## src/verilog/sdci_pkg.sv

```systemverilog
// constants and types shared by both ends of the serial converter link
package sdci_pkg;
	localparam int WORD_BITS  = 16;            // bits in one serial word
	localparam int CODE_BITS  = 12;            // converter code width
	localparam int CMD_BITS   = 3;             // command field width
	localparam int CMD_MSB    = 15;            // command field top bit
	localparam int CMD_LSB    = 13;            // command field bottom bit
	localparam int CODE_MSB   = 12;            // code field top bit
	localparam int CODE_LSB   = 1;             // code field bottom bit
	localparam int SUB_POS    = 0;             // trailing sub-bit position
	localparam int CNT_W      = 5;             // bit counter width
	localparam logic [CNT_W-1:0] CNT_FULL = 5'h10; // count of a whole word
	localparam logic [CODE_BITS-1:0] CODE_RST = 12'h000; // power-up code
	// low two command bits select the action; shutdown and no-op use all three
	localparam logic [1:0] LOW_LOAD_BOTH  = 2'h0;
	localparam logic [1:0] LOW_LOAD_INPUT = 2'h1;
	localparam logic [1:0] LOW_UPDATE     = 2'h2;
	localparam logic [CMD_BITS-1:0] CMD_SHUTDOWN = 3'h7;
	localparam logic [CMD_BITS-1:0] CMD_NOP      = 3'h3;
	// serial timing limits in ns
	localparam int T_CLK_PERIOD_NS = 100;     // least serial clock period
	localparam int T_CSS_NS        = 40;      // select fall to clock rise
	localparam int T_CSW_NS        = 100;     // least select high time
	localparam int SYS_PERIOD_NS   = 5;       // system clock period
	localparam int HALF_CYC = (T_CLK_PERIOD_NS / 2 + SYS_PERIOD_NS - 1)
		/ SYS_PERIOD_NS;
	localparam int CSS_CYC = (T_CSS_NS + SYS_PERIOD_NS - 1) / SYS_PERIOD_NS;
	localparam int CSW_CYC = (T_CSW_NS + SYS_PERIOD_NS - 1) / SYS_PERIOD_NS;
	// decoded action of a finished word
	typedef enum logic [2:0] {
		SDCI_ACT_NONE,
		SDCI_ACT_LOAD_BOTH,
		SDCI_ACT_LOAD_INPUT,
		SDCI_ACT_UPDATE,
		SDCI_ACT_SHUTDOWN
	} sdci_act_type;

	// decode a command field into its action
	function automatic sdci_act_type sdci_decode(
		input logic [CMD_BITS-1:0] cmd
	);
		sdci_act_type act;
		act = SDCI_ACT_NONE;
		if (cmd == CMD_SHUTDOWN) begin
			act = SDCI_ACT_SHUTDOWN;
		end else if (cmd == CMD_NOP) begin
			act = SDCI_ACT_NONE;
		end else if (cmd[1:0] == LOW_LOAD_BOTH) begin
			act = SDCI_ACT_LOAD_BOTH;
		end else if (cmd[1:0] == LOW_LOAD_INPUT) begin
			act = SDCI_ACT_LOAD_INPUT;
		end else if (cmd[1:0] == LOW_UPDATE) begin
			act = SDCI_ACT_UPDATE;
		end
		return act;
	endfunction
endpackage

```

## src/verilog/sdci_link_if.sv

```systemverilog
// three-wire serial link between host and converter
`timescale 1ns/100ps
interface sdci_link_if;
	logic cs_n;   // chip select, active low
	logic sclk;   // serial clock made by the host
	logic sdata;  // serial data, msb first
	modport host_mp   (output cs_n, output sclk, output sdata);
	modport device_mp (input cs_n, input sclk, input sdata);
endinterface

```

## src/verilog/sdci_device.sv

```systemverilog
// converter end: serial shift register, command decode, double buffer
`timescale 1ns/100ps
module sdci_device
	import sdci_pkg::*;
(
	// clock and reset
	input  wire logic                 sys_clk_i,
	input  wire logic                 rst_n_i,
	// serial link
	sdci_link_if.device_mp            link,
	// converter side
	output logic [CODE_BITS-1:0]      input_code_o,
	output logic [CODE_BITS-1:0]      conv_code_o,
	output logic                      shutdown_o,
	output logic                      word_done_o
);
	////////////////////////////////////////////////////////////////////
	// how a word travels through this end
	// - every pin crosses into the system clock through two flops
	// - a rising serial clock seen while selected shifts one bit in
	// - the bit count saturates one past a word, so a long frame is
	//   told apart from an exact one without a wider counter
	// - at the select rising edge the word is decoded and acted on,
	//   at the third system clock edge after the pin itself rose
	// - a frame of any other length is dropped whole
	// - the register outputs hold until the next accepted word or reset
	// hazard: select and clock moving in one host cycle is safe, since
	//   the count is read before the deselect clears it
	// limitation: each serial clock half must span three system cycles
	// or more, else the synchroniser can swallow an edge
	// trade-off: oversampling costs a few cycles of latency but keeps
	// the whole end in the one system clock domain

	////////////////////////////////////////////////////////////////////
	// pin synchronisers: two flops before any logic reads a pin
	localparam int PIN_CNT  = 3;      // pins on the link
	localparam int PIN_CS   = 2;      // slot of the select pin
	localparam int PIN_SCLK = 1;      // slot of the serial clock pin
	localparam int PIN_DATA = 0;      // slot of the serial data pin
	// idle levels: deselected, clock low, data low; starting every
	// stage at its pin's idle level keeps reset release from faking
	// an edge on the clock or the select
	localparam logic [PIN_CNT-1:0] PIN_IDLE = 3'h4;

	logic [PIN_CNT-1:0] pin_raw;     // pins gathered in slot order
	logic [PIN_CNT-1:0] cs_meta_q;   // first stage, read only by second
	logic [PIN_CNT-1:0] cs_sync_q;   // {cs_n, sclk, sdata} synced
	logic               sclk_prev_q; // last synced serial clock
	logic               cs_prev_q;   // last synced select

	assign pin_raw[PIN_CS]   = link.cs_n;  // select, active low
	assign pin_raw[PIN_SCLK] = link.sclk;  // serial clock from the host
	assign pin_raw[PIN_DATA] = link.sdata; // serial data, msb first

	// one two-flop synchroniser per pin; all three share one latency,
	// so data and clock stay lined up after the crossing
	genvar g;
	generate
		for (g = 0; g < PIN_CNT; g = g + 1) begin : g_sync
			always_ff @(posedge sys_clk_i or negedge rst_n_i) begin
				if (!rst_n_i) begin
					cs_meta_q[g] <= PIN_IDLE[g];
					cs_sync_q[g] <= PIN_IDLE[g];
				end else begin
					cs_meta_q[g] <= pin_raw[g];    // may go metastable
					cs_sync_q[g] <= cs_meta_q[g];  // settled copy
				end
			end
		end
	endgenerate

	// edge history for select and clock, idle levels after reset
	always_ff @(posedge sys_clk_i or negedge rst_n_i) begin
		if (!rst_n_i) begin
			sclk_prev_q <= PIN_IDLE[PIN_SCLK];
			cs_prev_q   <= PIN_IDLE[PIN_CS];
		end else begin
			sclk_prev_q <= cs_sync_q[PIN_SCLK];
			cs_prev_q   <= cs_sync_q[PIN_CS];
		end
	end

	logic sel_low;   // interface enabled
	logic sclk_rise; // serial clock rising edge
	logic cs_rise;   // end of a word
	assign sel_low   = !cs_sync_q[PIN_CS];
	assign sclk_rise = cs_sync_q[PIN_SCLK] && !sclk_prev_q;
	assign cs_rise   = cs_sync_q[PIN_CS] && !cs_prev_q;

	////////////////////////////////////////////////////////////////////
	// shift register and bit count
	logic [WORD_BITS-1:0] shift_q; // incoming word, msb first
	logic [CNT_W-1:0]     count_q; // bits taken, saturates past a word

	// sample data on each rising clock while selected
	// the register keeps shifting past sixteen bits, so after a long
	// frame it holds the last sixteen; the count marks such a frame bad
	always_ff @(posedge sys_clk_i or negedge rst_n_i) begin
		if (!rst_n_i) begin
			shift_q <= '0;
		end else if (sel_low && sclk_rise) begin
			shift_q <= {shift_q[WORD_BITS-2:0], cs_sync_q[PIN_DATA]};
		end
	end

	// count resets while deselected so each frame starts clean
	// a frame cut short leaves a count below a word, so the select
	// edge that ends it finds no whole word to act on
	always_ff @(posedge sys_clk_i or negedge rst_n_i) begin
		if (!rst_n_i) begin
			count_q <= '0;
		end else if (!sel_low) begin
			count_q <= '0;
		end else if (sclk_rise && count_q <= CNT_FULL) begin
			// counts one past a word so extra bits mark it bad
			count_q <= count_q + CNT_W'(1);
		end
	end

	////////////////////////////////////////////////////////////////////
	// word decode at the select rising edge
	// word_ok is the only strobe that changes state; everything else in
	// this end only watches the link
	logic         word_ok;  // exactly sixteen bits clocked
	sdci_act_type act;      // decoded action
	logic [CODE_BITS-1:0] code_field; // code bits of the word
	assign word_ok    = cs_rise && (count_q == CNT_FULL);
	assign act        = sdci_decode(shift_q[CMD_MSB:CMD_LSB]);
	assign code_field = shift_q[CODE_MSB:CODE_LSB];
	// sub-bit at SUB_POS is ignored; host keeps it zero
	// decode is combinational on the held shift register; the word
	// stands still once select is high, since no clock edge is taken
	// then, so the decode is settled when word_ok fires

	////////////////////////////////////////////////////////////////////
	// double buffer: input register feeds converter register
	// commands act once per accepted word and never in between, so a
	// stray clock with select high cannot disturb the stored codes

	// input register
	// shutdown does not touch it, so a later update can recall it
	always_ff @(posedge sys_clk_i or negedge rst_n_i) begin
		if (!rst_n_i) begin
			input_code_o <= CODE_RST;
		end else if (word_ok) begin
			case (act)
				SDCI_ACT_LOAD_BOTH,
				SDCI_ACT_LOAD_INPUT: begin
					input_code_o <= code_field;
				end
				default: begin
					input_code_o <= input_code_o;
				end
			endcase
		end
	end

	// converter register
	// update copies the input register as it stood before this edge,
	// which is the code of the last load, not of the update word
	always_ff @(posedge sys_clk_i or negedge rst_n_i) begin
		if (!rst_n_i) begin
			conv_code_o <= CODE_RST;
		end else if (word_ok) begin
			case (act)
				SDCI_ACT_LOAD_BOTH: begin
					conv_code_o <= code_field;
				end
				SDCI_ACT_UPDATE: begin
					conv_code_o <= input_code_o;
				end
				default: begin
					conv_code_o <= conv_code_o;
				end
			endcase
		end
	end

	// shutdown state; interface stays live throughout
	// load-input and no-op words leave it as it is; only a word that
	// changes the converter output brings the end out of shutdown
	always_ff @(posedge sys_clk_i or negedge rst_n_i) begin
		if (!rst_n_i) begin
			shutdown_o <= 1'b0;
		end else if (word_ok) begin
			case (act)
				SDCI_ACT_SHUTDOWN: begin
					shutdown_o <= 1'b1;
				end
				SDCI_ACT_LOAD_BOTH,
				SDCI_ACT_UPDATE: begin
					shutdown_o <= 1'b0;
				end
				default: begin
					shutdown_o <= shutdown_o;
				end
			endcase
		end
	end

	////////////////////////////////////////////////////////////////////
	// status
	// one-cycle pulse when a whole word was accepted
	// it rises with the register change, any command, the no-op too;
	// discarded frames never raise it
	always_ff @(posedge sys_clk_i or negedge rst_n_i) begin
		if (!rst_n_i) begin
			word_done_o <= 1'b0;
		end else begin
			word_done_o <= word_ok;
		end
	end
endmodule

```

## src/flat_wrapper.sv

```systemverilog
// flat-port wrapper written by rule: the top's interface ports become plain ports
module sdci_device_flat import sdci_pkg::*;
  (sys_clk_i, rst_n_i, input_code_o, conv_code_o, shutdown_o, word_done_o, link_cs_n, link_sclk, link_sdata);
  sdci_link_if link_i ();
  input  wire logic sys_clk_i;
  input  wire logic rst_n_i;
  output logic [CODE_BITS-1:0] input_code_o;
  output logic [CODE_BITS-1:0] conv_code_o;
  output logic shutdown_o;
  output logic word_done_o;
  input wire logic [$bits(link_i.cs_n)-1:0] link_cs_n;
  input wire logic [$bits(link_i.sclk)-1:0] link_sclk;
  input wire logic [$bits(link_i.sdata)-1:0] link_sdata;
  assign link_i.cs_n = link_cs_n;
  assign link_i.sclk = link_sclk;
  assign link_i.sdata = link_sdata;
  sdci_device u_core (.sys_clk_i(sys_clk_i), .rst_n_i(rst_n_i), .link(link_i), .input_code_o(input_code_o), .conv_code_o(conv_code_o), .shutdown_o(shutdown_o), .word_done_o(word_done_o));
endmodule
```

## config.mk

```make
export PLATFORM = sky130hd
export DESIGN_NAME = sdci_device_flat
export DESIGN_NICKNAME = d
export VERILOG_FILES = /design/src/verilog/sdci_pkg.sv /design/src/verilog/sdci_link_if.sv /design/src/verilog/sdci_device.sv /design/src/flat_wrapper.sv
export SDC_FILE = /design/constraint.sdc
export NUM_CORES = 1
export LEC_CHECK = 0
export ABC_AREA = 0
export BUFFER_PORTS_ARGS = -buffer_cell sky130_fd_sc_hd__buf_2
export CAP_MARGIN = 20
export CORE_MARGIN = 2
export CORE_UTILIZATION = 25
export DETAILED_ROUTE_END_ITERATION = 10
export GPL_TIMING_DRIVEN = 0
export HOLD_SLACK_MARGIN = 0.05
export PLACE_DENSITY = 0.5
export SLEW_MARGIN = 5
export SYNTH_ARGS = -nofsm -noshare
export SYNTH_HDL_FRONTEND = slang
export SYNTH_SLANG_ARGS = --single-unit
export TNS_END_PERCENT = 1
```

## constraint.sdc

```tcl
create_clock -name sys_clk_i -period 4.1 [get_ports sys_clk_i]
set_input_delay 0.82 -clock sys_clk_i [delete_from_list [all_inputs] [get_ports sys_clk_i]]
set_output_delay 0.82 -clock sys_clk_i [all_outputs]
set_load 0.02 [all_outputs]
```

After elaboration in Yosys (flattened, before gate mapping)
Index checks and enable logic that the tools add are counted.

storage, ports and cells
  register bits after elaboration = 55
  input bits = 5
  output and inout bits = 26
  word-level logic and storage cells = 51

cells by class
  reductions and logical operators = 17
  $add $sub $neg = 1
  muxes and demuxes = 9
  eq/ne operators = 9
  $lt $le $gt $ge = 1

operator list
  operator                                                          number
  12-bit case mux with 2 select lines                               1
  5-bit two-way mux                                                 2
  3-bit by 2-bit == test with 1-bit output (second input constant)  3
  2-bit two-way mux                                                 4
  3-bit == test (second input constant)                             2
  2-bit AND reduction                                               3
  2-bit nonzero test                                                3
  5-bit by 1-bit adder with 5-bit output (second input constant)    1
  5-bit == test (second input constant)                             1
  5-bit <= comparator (second input constant)                       1
  1-bit logical AND                                                 5
  2-bit OR reduction                                                2
  3-bit by 1-bit == test with 1-bit output (second input constant)  1
  1-bit logical NOT                                                 3
  3-bit two-way mux                                                 1
  2-bit by 1-bit == test with 1-bit output (second input constant)  1
  2-bit == test (second input constant)                             1
  2-bit logical NOT                                                 1
  1-bit case mux with 2 select lines                                1

Longest topological paths before layout
  word-level depth = 10
  depth in mapped cells = 6
  depth with buffers taken out = 5

Worst setup path after synthesis
OpenSTA, ideal clock, no wires.

  kind = register to register
  start = register u_core.shift_q[13]
  end = register u_core.input_code_o[0]
  buffers on the path = 1
  library setup time = 125 ps
  cell stages (with the launch flop) = 7
  setup slack = 2275 ps
  data required time = 3975 ps
  clock period less this slack = 1825 ps
  arrival = 1700 ps
  cell sequence = dfrtp_1 -> inv_1 -> ha_1 -> or3_1 -> nand4_2 -> buf_6 -> mux2_4

between the ends
  word-level cells in the longest chain between the ends = 9
  elaborated cells on any way between the ends = 14
  classes of those cells = eq/ne (6); mux (5); reduce/logical (3)

ends and longest elaborated chain
  item                                                                                                         RTL line            text
  start: declaration                                                                                           sdci_device.sv:92   logic [WORD_BITS-1:0] shift_q;
  start signal: assignment                                                                                     sdci_device.sv:102  shift_q <= {shift_q[WORD_BITS-2:0], cs_sync_q[PIN_DATA]};
  2-bit == test                                                                                                sdci_pkg.sv:52      end else if (cmd[1:0] == LOW_UPDATE) begin
  2-bit two-way mux                                                                                            sdci_pkg.sv:52
  2-bit two-way mux                                                                                            sdci_pkg.sv:50      end else if (cmd[1:0] == LOW_LOAD_INPUT) begin
  2-bit two-way mux                                                                                            sdci_pkg.sv:48      end else if (cmd[1:0] == LOW_LOAD_BOTH) begin
  2-bit two-way mux                                                                                            sdci_pkg.sv:46      end else if (cmd == CMD_NOP) begin
  3-bit two-way mux *                                                                                          sdci_pkg.sv:44      if (cmd == CMD_SHUTDOWN) begin
  3-bit by 2-bit == test with 1-bit output / 3-bit by 1-bit == test with 1-bit output (equally long branches)  sdci_device.sv:146  case (act)
  2-bit OR reduction *                                                                                         sdci_device.sv:146
  2-bit AND reduction (no line) *                                                                              n/a
  end signal: assignment                                                                                       sdci_device.sv:149  input_code_o <= code_field;
  end signal: assignment                                                                                       sdci_device.sv:152  input_code_o <= input_code_o;
  end: declaration                                                                                             sdci_device.sv:12   output logic [CODE_BITS-1:0] input_code_o,

Every way passes the cells marked *; elsewhere a longest branch is shown, timed or not.
A chain may end at the register's enable or synchronous reset.

Worst setup path in the final report
  start = register u_core.shift_q[13]
  end = register u_core.input_code_o[2]

The elaborated chain is that of the path after synthesis.

==> summary.md <==
| Metric | Value |
|---|---|
| Largest family of logic cells by synthesized area | `multiplexers` |
| CTS Buf Count | `5` |
| First-pass GRT wire length | `7.02 mm` |
| Setup TNS | `0 ns` |
| Largest net degree at the start of global routing | `33` |
| Skew-Pair Late Insertion Delay | `0.31 ns` |
| Number of H-tree levels | `2` |
| Post-synth top area share | `0.551` |
| Vias in the first global route | `1,338` |
| Seq cells post-synth | `55` |
| CP max FO | `10` |
| Ant. Diodes | `0` |
| Routability cong. | `0.723` |
| Status | `complete, no violations` |
| Worst-case reg-to-reg path depth | `6` |
| WL final | `4.22 mm` |
| Netlist cell types | `28` |
| Detailed Place HPWL | `2.95 mm` |
| I/O Buffers | `30` |
| # rows | `35` |
| Syn_nets | `164` |
| WL/cell | `13.9 um` |
| Core ar. | `9200 um^2` |
| DIE HEIGHT | `101 um` |
| Cell taking the most area after synthesis | `dfrtp_1` |
| Worst min-delay path class | `reg2reg` |
| # IOs | `31` |
| RSZ-0062 raised after global routing | `false` |
| Crit. End Element | `flip-flop` |
| FILL cells | `936` |
| Remaining DRCs | `0` |
| VDD IR max | `0.000186 V` |
| Synth-to-Final Area Change | `18.0%` |
| Share of post-route cells with drive strength above 1 | `0.539` |
| DR pass1 iterations | `3` |
| Required time of the worst setup path | `4.30 ns` |
| Mux contribution to synthesized area | `0.277` |
| Starting DRT DRC Count | `34` |
| CP arrival | `2.21 ns` |
| Skew final | `0.00810 ns` |
| Final setup vio count | `0` |
| GRT Residual Overflow | `0` |
| Crit Path Class | `reg2reg` |
| Non-Filler Instances | `304` |
| Clock Path Buffers | `2` |
| Post-Synth XOR/XNOR Area | `0` |
| NumNets Final | `202` |
| Die Area | `10,200 um^2` |
| Root Driver | `clkbuf_8` |
| Least-Margin Pin Slew | `0.576 ns` |
| Min Hold Slack | `0.356 ns` |
| Max-slew headroom | `0.616` |
| Compound-Gate Fraction of Synth Area | `0.0281` |
| Max cap viols | `0` |
| Leading post-synthesis cells by cell area | `dfrtp_1 55%, mux2_2 19%, mux2_4 8.3%` |
| Routed Antenna Nets | `0` |
| Hold-fix buffers, CTS | `0` |
| Worst Hold Path Cells | `0` |
| Pleak | `1.41 nW` |
| Sink Count | `55` |
| Crit path launch type | `flip-flop` |
| Post-CTS resize count | `0` |
| Cells after DPL | `296` |
| Post-synthesis cell area | `2360 um^2` |
| Synthesized area per cell | `15.3 um^2` |
| Final hold vios | `0` |
| Die width | `101 um` |
| Vias/cell | `4.32` |
| Cell count after synthesis | `154` |
| Yosys warning count | `0` |
| Synth Area in Adders | `0.0265` |
| Setup Fix Bufs, Post-CTS | `0` |
| Number of antenna violations at the first check in global routing | `0` |
| Fmax | `0.499 GHz` |
| Register area share after synthesis | `0.584` |
| Pwr dens | `395 nW/um^2` |
| CTS tree | `built` |
| Fin crit period | `2.01 ns` |
| Gr usage total | `0.0903` |
| Via Count | `1,312` |
| Clock-pin slew on the worst setup and hold paths | `0.11 ns` |
| Slew Viols, Final | `0` |
| Crit share post-route | `0.489` |
| Initial Util | `0.257` |
| Simple-Gate Fraction of Synth Area | `0.0625` |
critical path: stages (launching register included):
cell,delay (ns)
dfrtp_1,0.39
inv_1,0.08
ha_1,0.36
or3_1,0.38
nand4_2,0.15
buf_6,0.21
mux2_4,0.31
power breakdown:
| group | internal [mW] | leakage (nW) | switching (mW) | total [mW] |
|---|---|---|---|---|
| clock | 0.184 | 0.0548 | 0.188 | 0.372 |
| sequential | 0.586 | 0.733 | 0.0387 | 0.625 |
| combinational | 0.0659 | 0.627 | 0.0365 | 0.102 |
metrics by stage:
stage / instance area [um^2] / util / power [mW] / worst slack (ns)
detailed placement: 2670 / 0.290 / 0.742 / 2.10
global placement: 2650 / 0.288 / 0.737 / 2.09
CTS: 2790 / 0.303 / 1.12 / 2.07
floorplan: 2360 / - / 0.703 / 2.27
global route: 2790 / 0.303 / 1.17 / 2.02
finish: 2790 / 0.303 / 1.10 / 2.09
area by class of cell:
type / instances / area, um^2 / share of cell area
sequential: 55 / 1380 / 0.495
multi-input combinational: 90 / 931 / 0.334
timing repair buffer: 31 / 170 / 0.0611
tap: 111 / 139 / 0.0498
clock buffer: 5 / 68.8 / 0.0247
clock inverter: 3 / 46.3 / 0.0166
buffer: 4 / 32.5 / 0.0117
inverter: 5 / 18.8 / 0.00674
sequential cells by signal (all words and copies together) (netlist names):
register	count
u_core.count_q	5
u_core.cs_prev_q	1
u_core.word_done_o	1
u_core.conv_code_o	12
u_core.sclk_prev_q	1
u_core.cs_meta_q	3
u_core.cs_sync_q	3
u_core.input_code_o	12
u_core.shutdown_o	1
u_core.shift_q	16
layout by cell type, fill, tap and decap left out, drive strengths merged:
cell type	instances
mux2	52
o21a	2
o31ai	1
and4bb	1
clkinvlp	1
nand2b	3
ha	5
nor3b	1
nor3	1
o21ai	1
inv	6
or4	1
a21oi	3
or3	1
o221a	1
dfrtp	52
nor2	4
dfstp	3
or3b	1
nand3b	1
o211ai	1
buf	35
nand4	1
nand2	6
clkbuf	5
mux2i	2
bufinv	1
nor4	1
final timing paths:
path	slack, ns	start	to
worst max-delay path	2.09	u_core.shift_q[13]	u_core.input_code_o[2]
worst min-delay path	0.36	u_core.cs_meta_q[0]	u_core.cs_sync_q[0]
worst max register to register	2.09	u_core.shift_q[13]	u_core.input_code_o[2]
worst min register to register	0.36	u_core.cs_meta_q[0]	u_core.cs_sync_q[0]
max in group asynchronous	2.98	rst_n_i	u_core.cs_prev_q
min in group asynchronous	0.50	rst_n_i	u_core.count_q[3]
logic make-up after synthesis:
family,count (synthesis)
flip-flops,55
multiplexers,54
AND/OR/NAND/NOR,22
AO/OA/AOI/OAI,9
buffers and inverters,9
adder cells (fa/ha/maj),5
synth_stat cells (all sizes together):
master and count:
nand3b 1, or4 1, inv 5, o211ai 1, ha 5, or3b 1
nor4 1, o21ai 1, dfstp 3, nor3 1, and4bb 1, o31ai 1
nand2 6, o221a 1, mux2 52, nand2b 3, o21a 2, or3 1
mux2i 2, nor2 4, buf 4, dfrtp 52, a21oi 3, nand4 1
nor3b 1
per-layer routing:
metal  track usage  up-vias  wire (um)
met2         0.125       22       1810
met4        0.0343        0         74
met3        0.0283        6        183
met1         0.132      665       2150
li1              -      619          -
met5             0        -          0
No activity file was read; power rests on OpenSTA's default activity.
